`src/rtl/amr_defines.vh`:
```
// amr_defines.vh: opcode patterns, field widths, irq enable bit position and reset values
// assumes: included by the decode/execute block and its file-write memory
`ifndef AMR_DEFINES_VH
`define AMR_DEFINES_VH

// ----------------------------------------
// instruction word layout
// ----------------------------------------
`define AMR_OP_W 14
`define AMR_DATA_W 8
`define AMR_FADDR_W 7
`define AMR_PC_W 13
`define AMR_FILE_DEPTH 128

// ----------------------------------------
// opcode patterns
// ----------------------------------------
`define AMR_STORE_MASK 14'h3F80
`define AMR_STORE_PAT 14'h0080
`define AMR_LOADLIT_MASK 14'h3C00
`define AMR_LOADLIT_PAT 14'h3000
`define AMR_NOP_MASK 14'h3F9F
`define AMR_NOP_PAT 14'h0000
`define AMR_RETIRQ_PAT 14'h0009

// ----------------------------------------
// irq control register and accumulator reset values
// ----------------------------------------
`define AMR_IRQ_EN_BIT 7
`define AMR_IRQCTL_RST 8'h00
`define AMR_ACC_RST 8'h00

`endif

```
`src/rtl/amr_file_mem.v`:
```
// amr_file_mem.v: 128 x 8 file register storage
// assumes: single clock; one write port, one registered read port
`timescale 1ns/1ps
`include "amr_defines.vh"

module amr_file_mem (
    // clock
    input wire i_clk,
    // write port
    input wire i_we,
    input wire [`AMR_FADDR_W-1:0] i_waddr,
    input wire [`AMR_DATA_W-1:0] i_wdata,
    // read port
    input wire [`AMR_FADDR_W-1:0] i_raddr,
    output reg [`AMR_DATA_W-1:0] o_rdata
);

    reg [`AMR_DATA_W-1:0] mem [0:`AMR_FILE_DEPTH-1];

    always @(posedge i_clk) begin
        if (i_we) begin
            mem[i_waddr] <= i_wdata;
        end
        o_rdata <= mem[i_raddr];
    end

endmodule // amr_file_mem

```
`src/rtl/amr_decode_exec.v`:
```
// amr_decode_exec.v: four-phase decode/execute for store, load-literal, nop, return-from-irq
// assumes: i_instr stable while o_fetch_ready low; stack and pc live outside
`timescale 1ns/1ps
`include "amr_defines.vh"

module amr_decode_exec (
    // clock and reset
    input wire i_clk,
    input wire i_arst_n,
    // instruction in
    input wire [`AMR_OP_W-1:0] i_instr,
    // stack interface
    input wire [`AMR_PC_W-1:0] i_stack_top,
    output wire o_stack_pop,
    // program counter load
    output reg o_pc_load,
    output reg [`AMR_PC_W-1:0] o_pc_value,
    // instruction cycle status
    output wire o_fetch_ready,
    output wire [3:0] o_phase,
    // architectural state
    output reg [`AMR_DATA_W-1:0] o_accumulator,
    output reg [`AMR_DATA_W-1:0] o_irq_control_reg,
    output wire o_global_irq_enable,
    // file register read-back
    input wire [`AMR_FADDR_W-1:0] i_file_raddr,
    output wire [`AMR_DATA_W-1:0] o_file_rdata,
    // decoded instruction kind
    output reg o_illegal
);

    // ----------------------------------------
    // phase states, one-hot
    // ----------------------------------------
    localparam PH_Q1 = 4'b0001;
    localparam PH_Q2 = 4'b0010;
    localparam PH_Q3 = 4'b0100;
    localparam PH_Q4 = 4'b1000;

    reg [3:0] phase_r;
    reg [3:0] phase_nxt;
    reg [`AMR_OP_W-1:0] instr_r;
    reg idle_cycle_r;
    reg idle_cycle_nxt;
    reg [`AMR_OP_W-1:0] instr_nxt;
    reg [`AMR_DATA_W-1:0] acc_nxt;
    wire [`AMR_DATA_W-1:0] irq_ctl_nxt;
    reg pc_load_nxt;
    reg [`AMR_PC_W-1:0] pc_value_nxt;
    reg illegal_nxt;

    // ----------------------------------------
    // phase sequencer
    // ----------------------------------------
    always @* begin
        case (phase_r)
            PH_Q1: phase_nxt = PH_Q2;
            PH_Q2: phase_nxt = PH_Q3;
            PH_Q3: phase_nxt = PH_Q4;
            PH_Q4: phase_nxt = PH_Q1;
            default: phase_nxt = PH_Q1;
        endcase
    end

    // ----------------------------------------
    // decode
    // ----------------------------------------
    wire is_store = ((instr_r & `AMR_STORE_MASK) == `AMR_STORE_PAT);
    wire is_loadlit = ((instr_r & `AMR_LOADLIT_MASK) == `AMR_LOADLIT_PAT);
    wire is_nop = ((instr_r & `AMR_NOP_MASK) == `AMR_NOP_PAT);
    wire is_retirq = (instr_r == `AMR_RETIRQ_PAT);
    wire active = ~idle_cycle_r;
    wire [`AMR_FADDR_W-1:0] faddr = instr_r[`AMR_FADDR_W-1:0];
    wire [`AMR_DATA_W-1:0] literal = instr_r[`AMR_DATA_W-1:0];

    wire in_q4 = (phase_r == PH_Q4);
    wire file_we = active & is_store & in_q4;
    wire acc_we = active & is_loadlit & in_q4;
    wire irq_en_set = active & is_retirq & (phase_r == PH_Q3);
    assign o_stack_pop = active & is_retirq & in_q4;

    // second cycle of return is idle
    always @* begin
        idle_cycle_nxt = idle_cycle_r;
        if (in_q4) begin
            idle_cycle_nxt = active & is_retirq;
        end
    end

    assign o_fetch_ready = in_q4 & ~(active & is_retirq);
    assign o_phase = phase_r;
    assign o_global_irq_enable = o_irq_control_reg[`AMR_IRQ_EN_BIT];

    // ----------------------------------------
    // instruction register next value
    // ----------------------------------------
    always @* begin
        instr_nxt = instr_r;
        if (o_fetch_ready) begin
            instr_nxt = i_instr;
        end else if (in_q4) begin
            instr_nxt = `AMR_NOP_PAT;
        end
    end

    // ----------------------------------------
    // accumulator next value
    // ----------------------------------------
    always @* begin
        acc_nxt = o_accumulator;
        if (acc_we) begin
            acc_nxt = literal;
        end
    end

    // ----------------------------------------
    // irq control next value, per bit
    // ----------------------------------------
    genvar bit_i;
    generate
        for (bit_i = 0; bit_i < `AMR_DATA_W; bit_i = bit_i + 1) begin : irq_ctl_bit
            if (bit_i == `AMR_IRQ_EN_BIT) begin : enable_bit
                assign irq_ctl_nxt[bit_i] = o_irq_control_reg[bit_i] | irq_en_set;
            end else begin : plain_bit
                assign irq_ctl_nxt[bit_i] = o_irq_control_reg[bit_i];
            end
        end
    endgenerate

    // ----------------------------------------
    // program counter load next value
    // ----------------------------------------
    always @* begin
        pc_load_nxt = o_stack_pop;
    end

    always @* begin
        pc_value_nxt = o_pc_value;
        if (o_stack_pop) begin
            pc_value_nxt = i_stack_top;
        end
    end

    // ----------------------------------------
    // illegal decode next value
    // ----------------------------------------
    always @* begin
        illegal_nxt = o_illegal;
        if (phase_r == PH_Q1) begin
            illegal_nxt = active & ~(is_store | is_loadlit | is_nop | is_retirq);
        end
    end

    // ----------------------------------------
    // state registers
    // ----------------------------------------
    always @(posedge i_clk or negedge i_arst_n) begin
        if (!i_arst_n) begin
            phase_r <= PH_Q1;
            instr_r <= `AMR_NOP_PAT;
            idle_cycle_r <= 1'b0;
        end else begin
            phase_r <= phase_nxt;
            idle_cycle_r <= idle_cycle_nxt;
            instr_r <= instr_nxt;
        end
    end

    always @(posedge i_clk or negedge i_arst_n) begin
        if (!i_arst_n) begin
            o_accumulator <= `AMR_ACC_RST;
        end else begin
            o_accumulator <= acc_nxt;
        end
    end

    always @(posedge i_clk or negedge i_arst_n) begin
        if (!i_arst_n) begin
            o_irq_control_reg <= `AMR_IRQCTL_RST;
        end else begin
            o_irq_control_reg <= irq_ctl_nxt;
        end
    end

    always @(posedge i_clk or negedge i_arst_n) begin
        if (!i_arst_n) begin
            o_pc_load <= 1'b0;
            o_pc_value <= {`AMR_PC_W{1'b0}};
        end else begin
            o_pc_load <= pc_load_nxt;
            o_pc_value <= pc_value_nxt;
        end
    end

    always @(posedge i_clk or negedge i_arst_n) begin
        if (!i_arst_n) begin
            o_illegal <= 1'b0;
        end else begin
            o_illegal <= illegal_nxt;
        end
    end

    // ----------------------------------------
    // file registers
    // ----------------------------------------
    amr_file_mem u_file (
        .i_clk(i_clk),
        .i_we(file_we),
        .i_waddr(faddr),
        .i_wdata(o_accumulator),
        .i_raddr(i_file_raddr),
        .o_rdata(o_file_rdata)
    );

endmodule // amr_decode_exec

```
`config.mk`:
```
export PLATFORM = sky130hd
export DESIGN_NAME = amr_decode_exec
export DESIGN_NICKNAME = d
export VERILOG_FILES = /design/src/rtl/amr_file_mem.v /design/src/rtl/amr_decode_exec.v
export VERILOG_INCLUDE_DIRS = /design/src /design/src/rtl
export SDC_FILE = /design/constraint.sdc
export NUM_CORES = 1
export LEC_CHECK = 0
export ABC_AREA = 1
export BUFFER_PORTS_ARGS = -buffer_cell sky130_fd_sc_hd__buf_2
export CORE_UTILIZATION = 36
export CTS_BUF_LIST = sky130_fd_sc_hd__clkbuf_8
export DETAILED_ROUTE_END_ITERATION = 7
export HOLD_SLACK_MARGIN = 0.12
export PLACE_DENSITY_LB_ADDON = 0.12
export SYNTH_ARGS = -nofsm -noshare
export SYNTH_HDL_FRONTEND = slang
export SYNTH_SLANG_ARGS = --single-unit
```
`constraint.sdc`:
```
create_clock -name i_clk -period 2.4 [get_ports i_clk]
set_input_delay 0.48 -clock i_clk [delete_from_list [all_inputs] [get_ports i_clk]]
set_output_delay 0.48 -clock i_clk [all_outputs]
set_load 0.01 [all_outputs]
```
==> reports/qor.csv, run 1 <==
metric,value,unit
outcome,finished with violations,
violated checks,negative setup slack,
Compound-Gate Fraction of Synth Area,0.258,%
Sw Ratio,25.1,%
dpl ws,-0.0665,ns
GP Congestion,0.817,
synth warn,0,
Leak Pwr,19.5,nW
type of origin of the critical path,flop,
TritonCTS clock tree,yes,
Clock Tree Root,clkbuf_8,
Worst Path Arrival,2.17,ns
routed vias,29519,
DP HPWL,78.9,mm
cell area power density,758,nW/um^2
Hold Crit Depth,6,
Worst-Skew Late Latency,0.87,ns
H-tree depth,4,
CP max stage cell,dfrtp_1,
CP Depth,10,
setup ws final,-0.251,ns
Reg2Reg Depth,20,
fillcell total,11421,
gr usage total,21.5,%
Synth Area in Simple Gates,23.5,%
crit path kind,reg2out,
Post-Place Cell Area,48100,sq um
Max Clock Skew,0.0357,ns
max_cap viols,0,
Routed WL,131,mm
vias in the first global route,29185,
Die Y-Extent,350,um
max reg flops,1024,
Via density,5.01,
Synth area leaders,"edfxtp_1 70%, nand2_1 11%, nand3_1 11%",
core area,120000,sq um
Netlist cell types,28,
Pint,0.0296,W
Max VDD drop,0.519,mV
biggest regs,"u_file.mem x1024, instr_r x14, o_pc_value x13",
Nets,4167,
router iterations before antenna repair,5,
Syn Std Cell Area,43600,sq um
total congestion overflow,0,
cell count after synthesis,3749,
Max clock buf depth,3,
Least-Margin Pin Slew,0.601,ns
Initial Util,36.3,%
worst-path fanout max,2,
clock power share,38.4,%
ANT nets after route,0,
area of the multi-input gates,10500,sq um
initial drt markers,2266,
NetSw,0.00994,W
detailed-route wire length per cell,22.2,um
first-pass GRT wire length,192,mm
Sink Count,1075,
Fmax achieved,377,MHz
"Seq/Total Area, Yosys",73.3,%
IO Count,82,
share of cells above drive strength 1,16.1,%
"Largest stage delay, worst path",0.37,ns
die area,123000,sq um
Yosys reg bits,1075,
mux share of post-synthesis cell area,0,%
final instance area,52200,sq um
Flop pwr share,53.6,%
Comb power frac,8.0,%
FF/Latch Area,32000,sq um
syn_area_per_cell,11.6,sq um
largest family of logic cells by synthesized area,simple AND/OR/NAND/NOR gates,
Setup TNS,-0.600,ns
final setup fails,3,
Die Width,350,um
hold crit path type,in2reg,
CTS Buf Count,185,
Biggest register,u_file.mem,
cell chain of the critical path,inv_2 > nand2_2 > nor3_2 > nand3_2 > buf_6 > nor3_4 > nand2_2 > nand2_4 > inv_6 > buf_6,
Adder-Cell Fraction of Synth Area,0,%
row count,127,
Worst-path clk slew,0.06,ns
initial antenna violation count,6,
Synth top area share,70.5,%
Slew Limit Fails,0,
WP buf/inv,4,
area grow syn2layout,19.5,%
port bufs,74,
dominant cell type by area after synthesis,edfxtp_1,
Tcrit/Tclk final,110,%
largest net degree at the start of global routing,103,
cell family with most CP delay,simple AND/OR/NAND/NOR gates,
final hold vios,0,
max_slew headroom,59.9,%
XOR/XNOR share of the synthesized area,0,%
endpoint class of the critical path,primary output,
RSZ-0062 raised after global routing,true,
worst endpoint required time,1.92,ns
DRC Markers,0,
"Min Clock Period, post-route",2.65,ns
[power by group through the flow]
stage          logic, W  registers (W)  clock network [W]
3_5_place_dp    0.00309         0.0216                  0
4_1_cts         0.00322         0.0212             0.0156
6_report        0.00318         0.0212             0.0152
2_1_floorplan   0.00123         0.0218                  0
3_3_place_gp    0.00308         0.0216                  0
5_1_grt         0.00346         0.0212             0.0164
[layer usage]
| layer | share of wire (%) | global-route usage, % | routed length, um | up-vias |
|---|---|---|---|---|
| met4 | 2.2 | 6.30 | 2890 | 0 |
| met2 | 47 | 34.7 | 61800 | 845 |
| met1 | 45 | 29.7 | 58700 | 14536 |
| li1 | - | - | - | 13941 |
| met5 | 0 | 0 | 0 | - |
| met3 | 5.5 | 3.45 | 7150 | 197 |
[cell usage in the layout, fill, tap and decap left out, types with 3 or more instances in the layout]
cell           synthesis  layout
buf_4                 19     237
inv_1                 18      70
buf_12                 0      69
o21ai_0               18      18
inv_2                 12      10
inv_6                  0       6
dfxtp_1                8       8
diode_2                0       3
nor2_2                 3      17
clkinv_1               0      52
nand3_4                6       7
dlygate4sd3_1          0      30
buf_8                  0       3
buf_2                101      69
dfrtp_1               42      34
nor2_1               137     119
edfxtp_1            1024    1024
conb_1                 1       7
o21ai_1                3       3
buf_6                  6      23
nand3_1              934     932
inv_8                  0       3
nand2_1             1283    1279
clkbuf_8               0     192
bufinv_16              0       3
nor2_4                 1       5
clkinv_8               0       3
nand2_4                1       3
clkinv_2               0      17
nand2_2                2       4
dfrtp_4                0       8
[cells in the mapped netlist]
| library cell | count |
|---|---|
| nor3_1 | 4 |
| dfxtp_1 | 8 |
| o21ai_0 | 18 |
| edfxtp_1 | 1024 |
| dfstp_2 | 1 |
| nand4_1 | 2 |
| conb_1 | 1 |
| o21ai_1 | 3 |
| buf_4 | 19 |
| nand3_4 | 6 |
| nand2_2 | 2 |
| inv_2 | 12 |
| nor3_4 | 1 |
| clkbuf_1 | 86 |
| inv_1 | 18 |
| o21bai_1 | 1 |
| buf_6 | 6 |
| nand2_1 | 1283 |
| buf_1 | 31 |
| nor2_2 | 3 |
| dfrtp_1 | 42 |
| nor4_1 | 2 |
| buf_2 | 101 |
| nor2_8 | 2 |
| nand3_1 | 934 |
| nor2_4 | 1 |
| nand2_4 | 1 |
| nor2_1 | 137 |
[layout make-up]
| class | instances | area share (%) |
|---|---|---|
| Clock buffer | 192 | 5.07 |
| Timing Repair Buffer | 432 | 7.93 |
| Inverter | 30 | 0.259 |
| Multi-Input combinational cell | 2407 | 20.2 |
| Sequential cell | 1075 | 61.4 |
| Tap cell | 1612 | 3.87 |
| Antenna cell | 3 | 0.0144 |
| Clock inverter | 136 | 1.31 |
[path summary, 6_finish.rpt]
kind / end / slack [ns] / start
max in group asynchronous: o_phase[0] / 1.05 / i_arst_n
min in group asynchronous: instr_r[10] / 0.70 / i_arst_n
max reg2reg: o_irq_control_reg[7] / -0.16 / instr_r[10]
min reg2reg: o_pc_value[3] / 0.48 / o_pc_value[3]
min: u_file.o_rdata[7] / 0.30 / i_file_raddr[5]
max: o_fetch_ready / -0.25 / instr_r[10]
[per-stage QoR]
step | std cells | util [%] | hold WS [ns] | total power (W)
2_1_floorplan | 3755 | - | 0.184 | 0.0231
3_5_place_dp | 5504 | 40.1 | 0.464 | 0.0247
6_report | 5887 | 43.4 | 0.302 | 0.0395
3_3_place_gp | 5504 | 40.1 | 0.460 | 0.0247
4_1_cts | 5880 | 43.3 | 0.205 | 0.0400
5_1_grt | 5886 | 43.4 | 0.277 | 0.0410
[worst register-to-register path, stage by stage (launching register included)]
cell and delay, ns:
dfrtp_1 0.37, inv_2 0.06, nand2_2 0.05, nor3_2 0.12
nand3_2 0.10, buf_6 0.14, nor3_4 0.13, nand2_2 0.11
buf_4 0.15, buf_4 0.13, buf_6 0.10, buf_6 0.10
buf_6 0.10, buf_6 0.10, buf_6 0.10, buf_6 0.10
buf_6 0.10, buf_6 0.10, buf_6 0.10, buf_6 0.10
o21bai_1 0.11
[repair_timing]
item	4_1_cts	5_1_grt
endpoints found under the setup margin	12	361
resized for setup	26	35
pin swaps	6	7
buffers inserted	18	5
endpoints found under the hold margin	77	0
hold buffers	31	0
[cell families after synthesis]
family,count (synthesis)
simple gates,2378
flops,1075
buf+inv,273
compound gates,22
other cells,1
(Power assumes the default switching activity.)
==> inputs of run 2 (changes only) <==
--- a/config.mk
+++ b/config.mk
@@ -8,10 +8,11 @@
 export LEC_CHECK = 0
 export ABC_AREA = 1
 export BUFFER_PORTS_ARGS = -buffer_cell sky130_fd_sc_hd__buf_2
+export CORE_ASPECT_RATIO = 1.5
 export CORE_UTILIZATION = 36
 export CTS_BUF_LIST = sky130_fd_sc_hd__clkbuf_8
 export DETAILED_ROUTE_END_ITERATION = 7
-export HOLD_SLACK_MARGIN = 0.12
+export HOLD_SLACK_MARGIN = 0.02
 export PLACE_DENSITY_LB_ADDON = 0.12
 export SYNTH_ARGS = -nofsm -noshare
 export SYNTH_HDL_FRONTEND = slang
==> constraint.sdc (replaced) <==
create_clock -name i_clk -period 2.5 [get_ports i_clk]
set_input_delay 0.5 -clock i_clk [delete_from_list [all_inputs] [get_ports i_clk]]
set_output_delay 0.5 -clock i_clk [all_outputs]
set_load 0.01 [all_outputs]
==> reports/qor.csv, run 2 (same netlist as run 1, synthesis figures left out) <==
metric,value,unit,change
hold crit path type,in2async,,
Comb power frac,8.3,%,+0.3 points
biggest regs,"u_file.mem x1024, instr_r x14, o_pc_value x13",,
Worst-path clk slew,0.06,ns,about the same
Via density,5.07,,+1.0%
gr usage total,22.2,%,+0.72 points
Initial Util,36.2,%,-0.091 points
Biggest register,u_file.mem,,
IO Count,82,,unchanged
routed vias,29701,,+0.62%
DP HPWL,84.3,mm,+7.0%
Clock Tree Root,clkbuf_8,,
uppermost routed layer,met5,,
Die Y-Extent,428,um,+22%
ANT nets after route,0,,unchanged
area of the multi-input gates,10400,sq um,-0.87%
dpl ws,-0.167,ns,-0.101 ns
Fmax achieved,375,MHz,
Tot Pwr,0.0370,W,-6.5%
router iterations before antenna repair,5,,unchanged
Tcrit/Tclk final,107,%,
Sink Count,1075,,unchanged
violated checks,negative setup slack,,
WP buf/inv,3,,-1
GP Congestion,0.814,,-0.44%
setup ws final,-0.164,ns,+0.0872 ns
worst-path fanout max,3,,+1
Pint,0.0275,W,-7.2%
"most common cell after layout, fill and taps aside",nand2_1,,
"Core Util, Final",43.0,%,-0.45 points
Flop pwr share,55.1,%,+1.5 points
Nets,4184,,+0.41%
Worst Path Arrival,2.16,ns,about the same
FF/Latch Area,32000,sq um,about the same
row count,156,,+23%
detailed-route wire length per cell,23.1,um,+4.4%
final setup fails,2,,-1
TritonCTS clock tree,yes,,
initial antenna violation count,4,,-2
die area,123000,sq um,about the same
WL met3,5.44,mm,-24%
max_slew headroom,58.8,%,-1.1 points
CP max stage cell,dfrtp_1,,
endpoint class of the critical path,primary output,,
clock power share,36.6,%,-1.8 points
Max Clock Skew,0.0339,ns,-0.00182 ns
"Min Clock Period, post-route",2.66,ns,
max reg flops,1024,,unchanged
worst endpoint required time,2.00,ns,+0.08 ns
area grow syn2layout,18.6,%,
largest net degree at the start of global routing,96,,-6.8%
highest-count cells in the layout ignoring fill and taps,"1281 x nand2_1, 1024 x edfxtp_1, 932 x nand3_1, 298 x buf_4, 163 x clkbuf_8",,
Worst-Skew Late Latency,0.89,ns,+0.02 ns
Least-Margin Pin Slew,0.617,ns,+0.0162 ns
fillcell total,11329,,-0.81%
final hold vios,0,,unchanged
cell area power density,715,nW/um^2,-5.8%
Max VDD drop,0.510,mV,-1.7%
port bufs,74,,unchanged
cell chain of the critical path,inv_2 > nand2_2 > nor3_2 > nand3_2 > nor3_2 > nand2_1 > nand2_2 > inv_6 > buf_6,,
met2 wire length,70.6,mm,+14%
H-tree depth,4,,unchanged
worst hold slack,0.151,ns,-0.151 ns
core area,120000,sq um,+0.25%
Slew Limit Fails,0,,unchanged
DRC Markers,0,,unchanged
cell family with most CP delay,simple AND/OR/NAND/NOR gates,,
WL met1,54.9,mm,-6.5%
max_cap viols,0,,unchanged
initial drt markers,2363,,+4.3%
vias in the first global route,29745,,+1.9%
Leak Pwr,19.4,nW,-0.68%
"Largest stage delay, worst path",0.38,ns,about the same
total congestion overflow,0,,unchanged
CTS Buf Count,163,,-12%
type of origin of the critical path,flop,,
RSZ-0062 raised after global routing,true,,
crit path kind,reg2out,,
Routed WL,136,mm,+4.0%
first-pass GRT wire length,199,mm,+3.3%
Die Width,286,um,-18%
outcome,finished with violations,,
NetSw,0.00950,W,-4.4%
Sw Ratio,25.7,%,+0.56 points
share of cells above drive strength 1,16.2,%,+0.094 points
Max clock buf depth,3,,unchanged
==> run 2: cell count changes in the layout (fill, tap and decap cells not counted), moves of 4 or more <==
| cell | before | now |
|---|---|---|
| inv_1 | 70 | 65 |
| nor2_1 | 119 | 136 |
| buf_12 | 69 | 58 |
| nor2_2 | 17 | 4 |
| buf_4 | 237 | 298 |
| clkinv_1 | 52 | 41 |
| nor2_4 | 5 | 1 |
| clkbuf_8 | 192 | 163 |
| buf_6 | 23 | 13 |
==> run 2: routing by layer <==
metal,GRT usage (%),vias up
li1,-,13961
met3,3.20,225
met2,39.2,750
met1,27.1,14763
met5,0,-
met4,8.35,2
==> run 2: layout make-up <==
class / instances / area share, %
timing repair buffer: 471 / 8.18
tap: 1580 / 3.82
sequential: 1075 / 61.9
antenna: 5 / 0.0242
clock inverter: 132 / 1.32
inverter: 30 / 0.283
clock buffer: 163 / 4.34
multi-input combinational: 2407 / 20.2
==> run 2: power groups by stage <==
stage / Combinational [W] / Clock, W / Sequential (W)
3_5_place_dp: 0.00304 / 0 / 0.0208
4_1_cts: 0.00311 / 0.0139 / 0.0204
2_1_floorplan: 0.00118 / 0 / 0.0209
6_report: 0.00308 / 0.0135 / 0.0204
5_1_grt: 0.00332 / 0.0146 / 0.0204
3_3_place_gp: 0.00303 / 0 / 0.0208
==> run 2: per-stage QoR <==
step / setup TNS [ns] / cell area [sq um] / instances
finish: -0.297 / 51700 / 5863
global route: -0.638 / 51700 / 5860
CTS: -0.843 / 51700 / 5855
detailed placement: -0.369 / 48200 / 5508
global placement: -0.398 / 48200 / 5508
floorplan: 0 / 43700 / 3755
==> run 2: timing repair <==
action,4_1_cts,5_1_grt
hold buffers,30,0
gates resized for setup,15,17
hold endpoints to repair,77,0
pin swaps,4,8
endpoints found under the setup margin,3,3
buffers inserted,22,4
==> run 2: worst paths after layout <==
| path | to | slack, ns | from | depth (start not counted) |
|---|---|---|---|---|
| setup / recovery | o_fetch_ready | -0.16 | instr_r[10] | 9 |
| hold / removal | o_phase[0] | 0.15 | i_arst_n | 2 |
| setup reg to reg | o_irq_control_reg[7] | 0.03 | instr_r[10] | 19 |
| hold reg to reg | o_pc_value[7] | 0.48 | o_pc_value[7] | 2 |
| max in group asynchronous | o_accumulator[3] | 1.48 | i_arst_n | 3 |
| min in group i_clk | u_file.o_rdata[7] | 0.18 | i_file_raddr[5] | 5 |
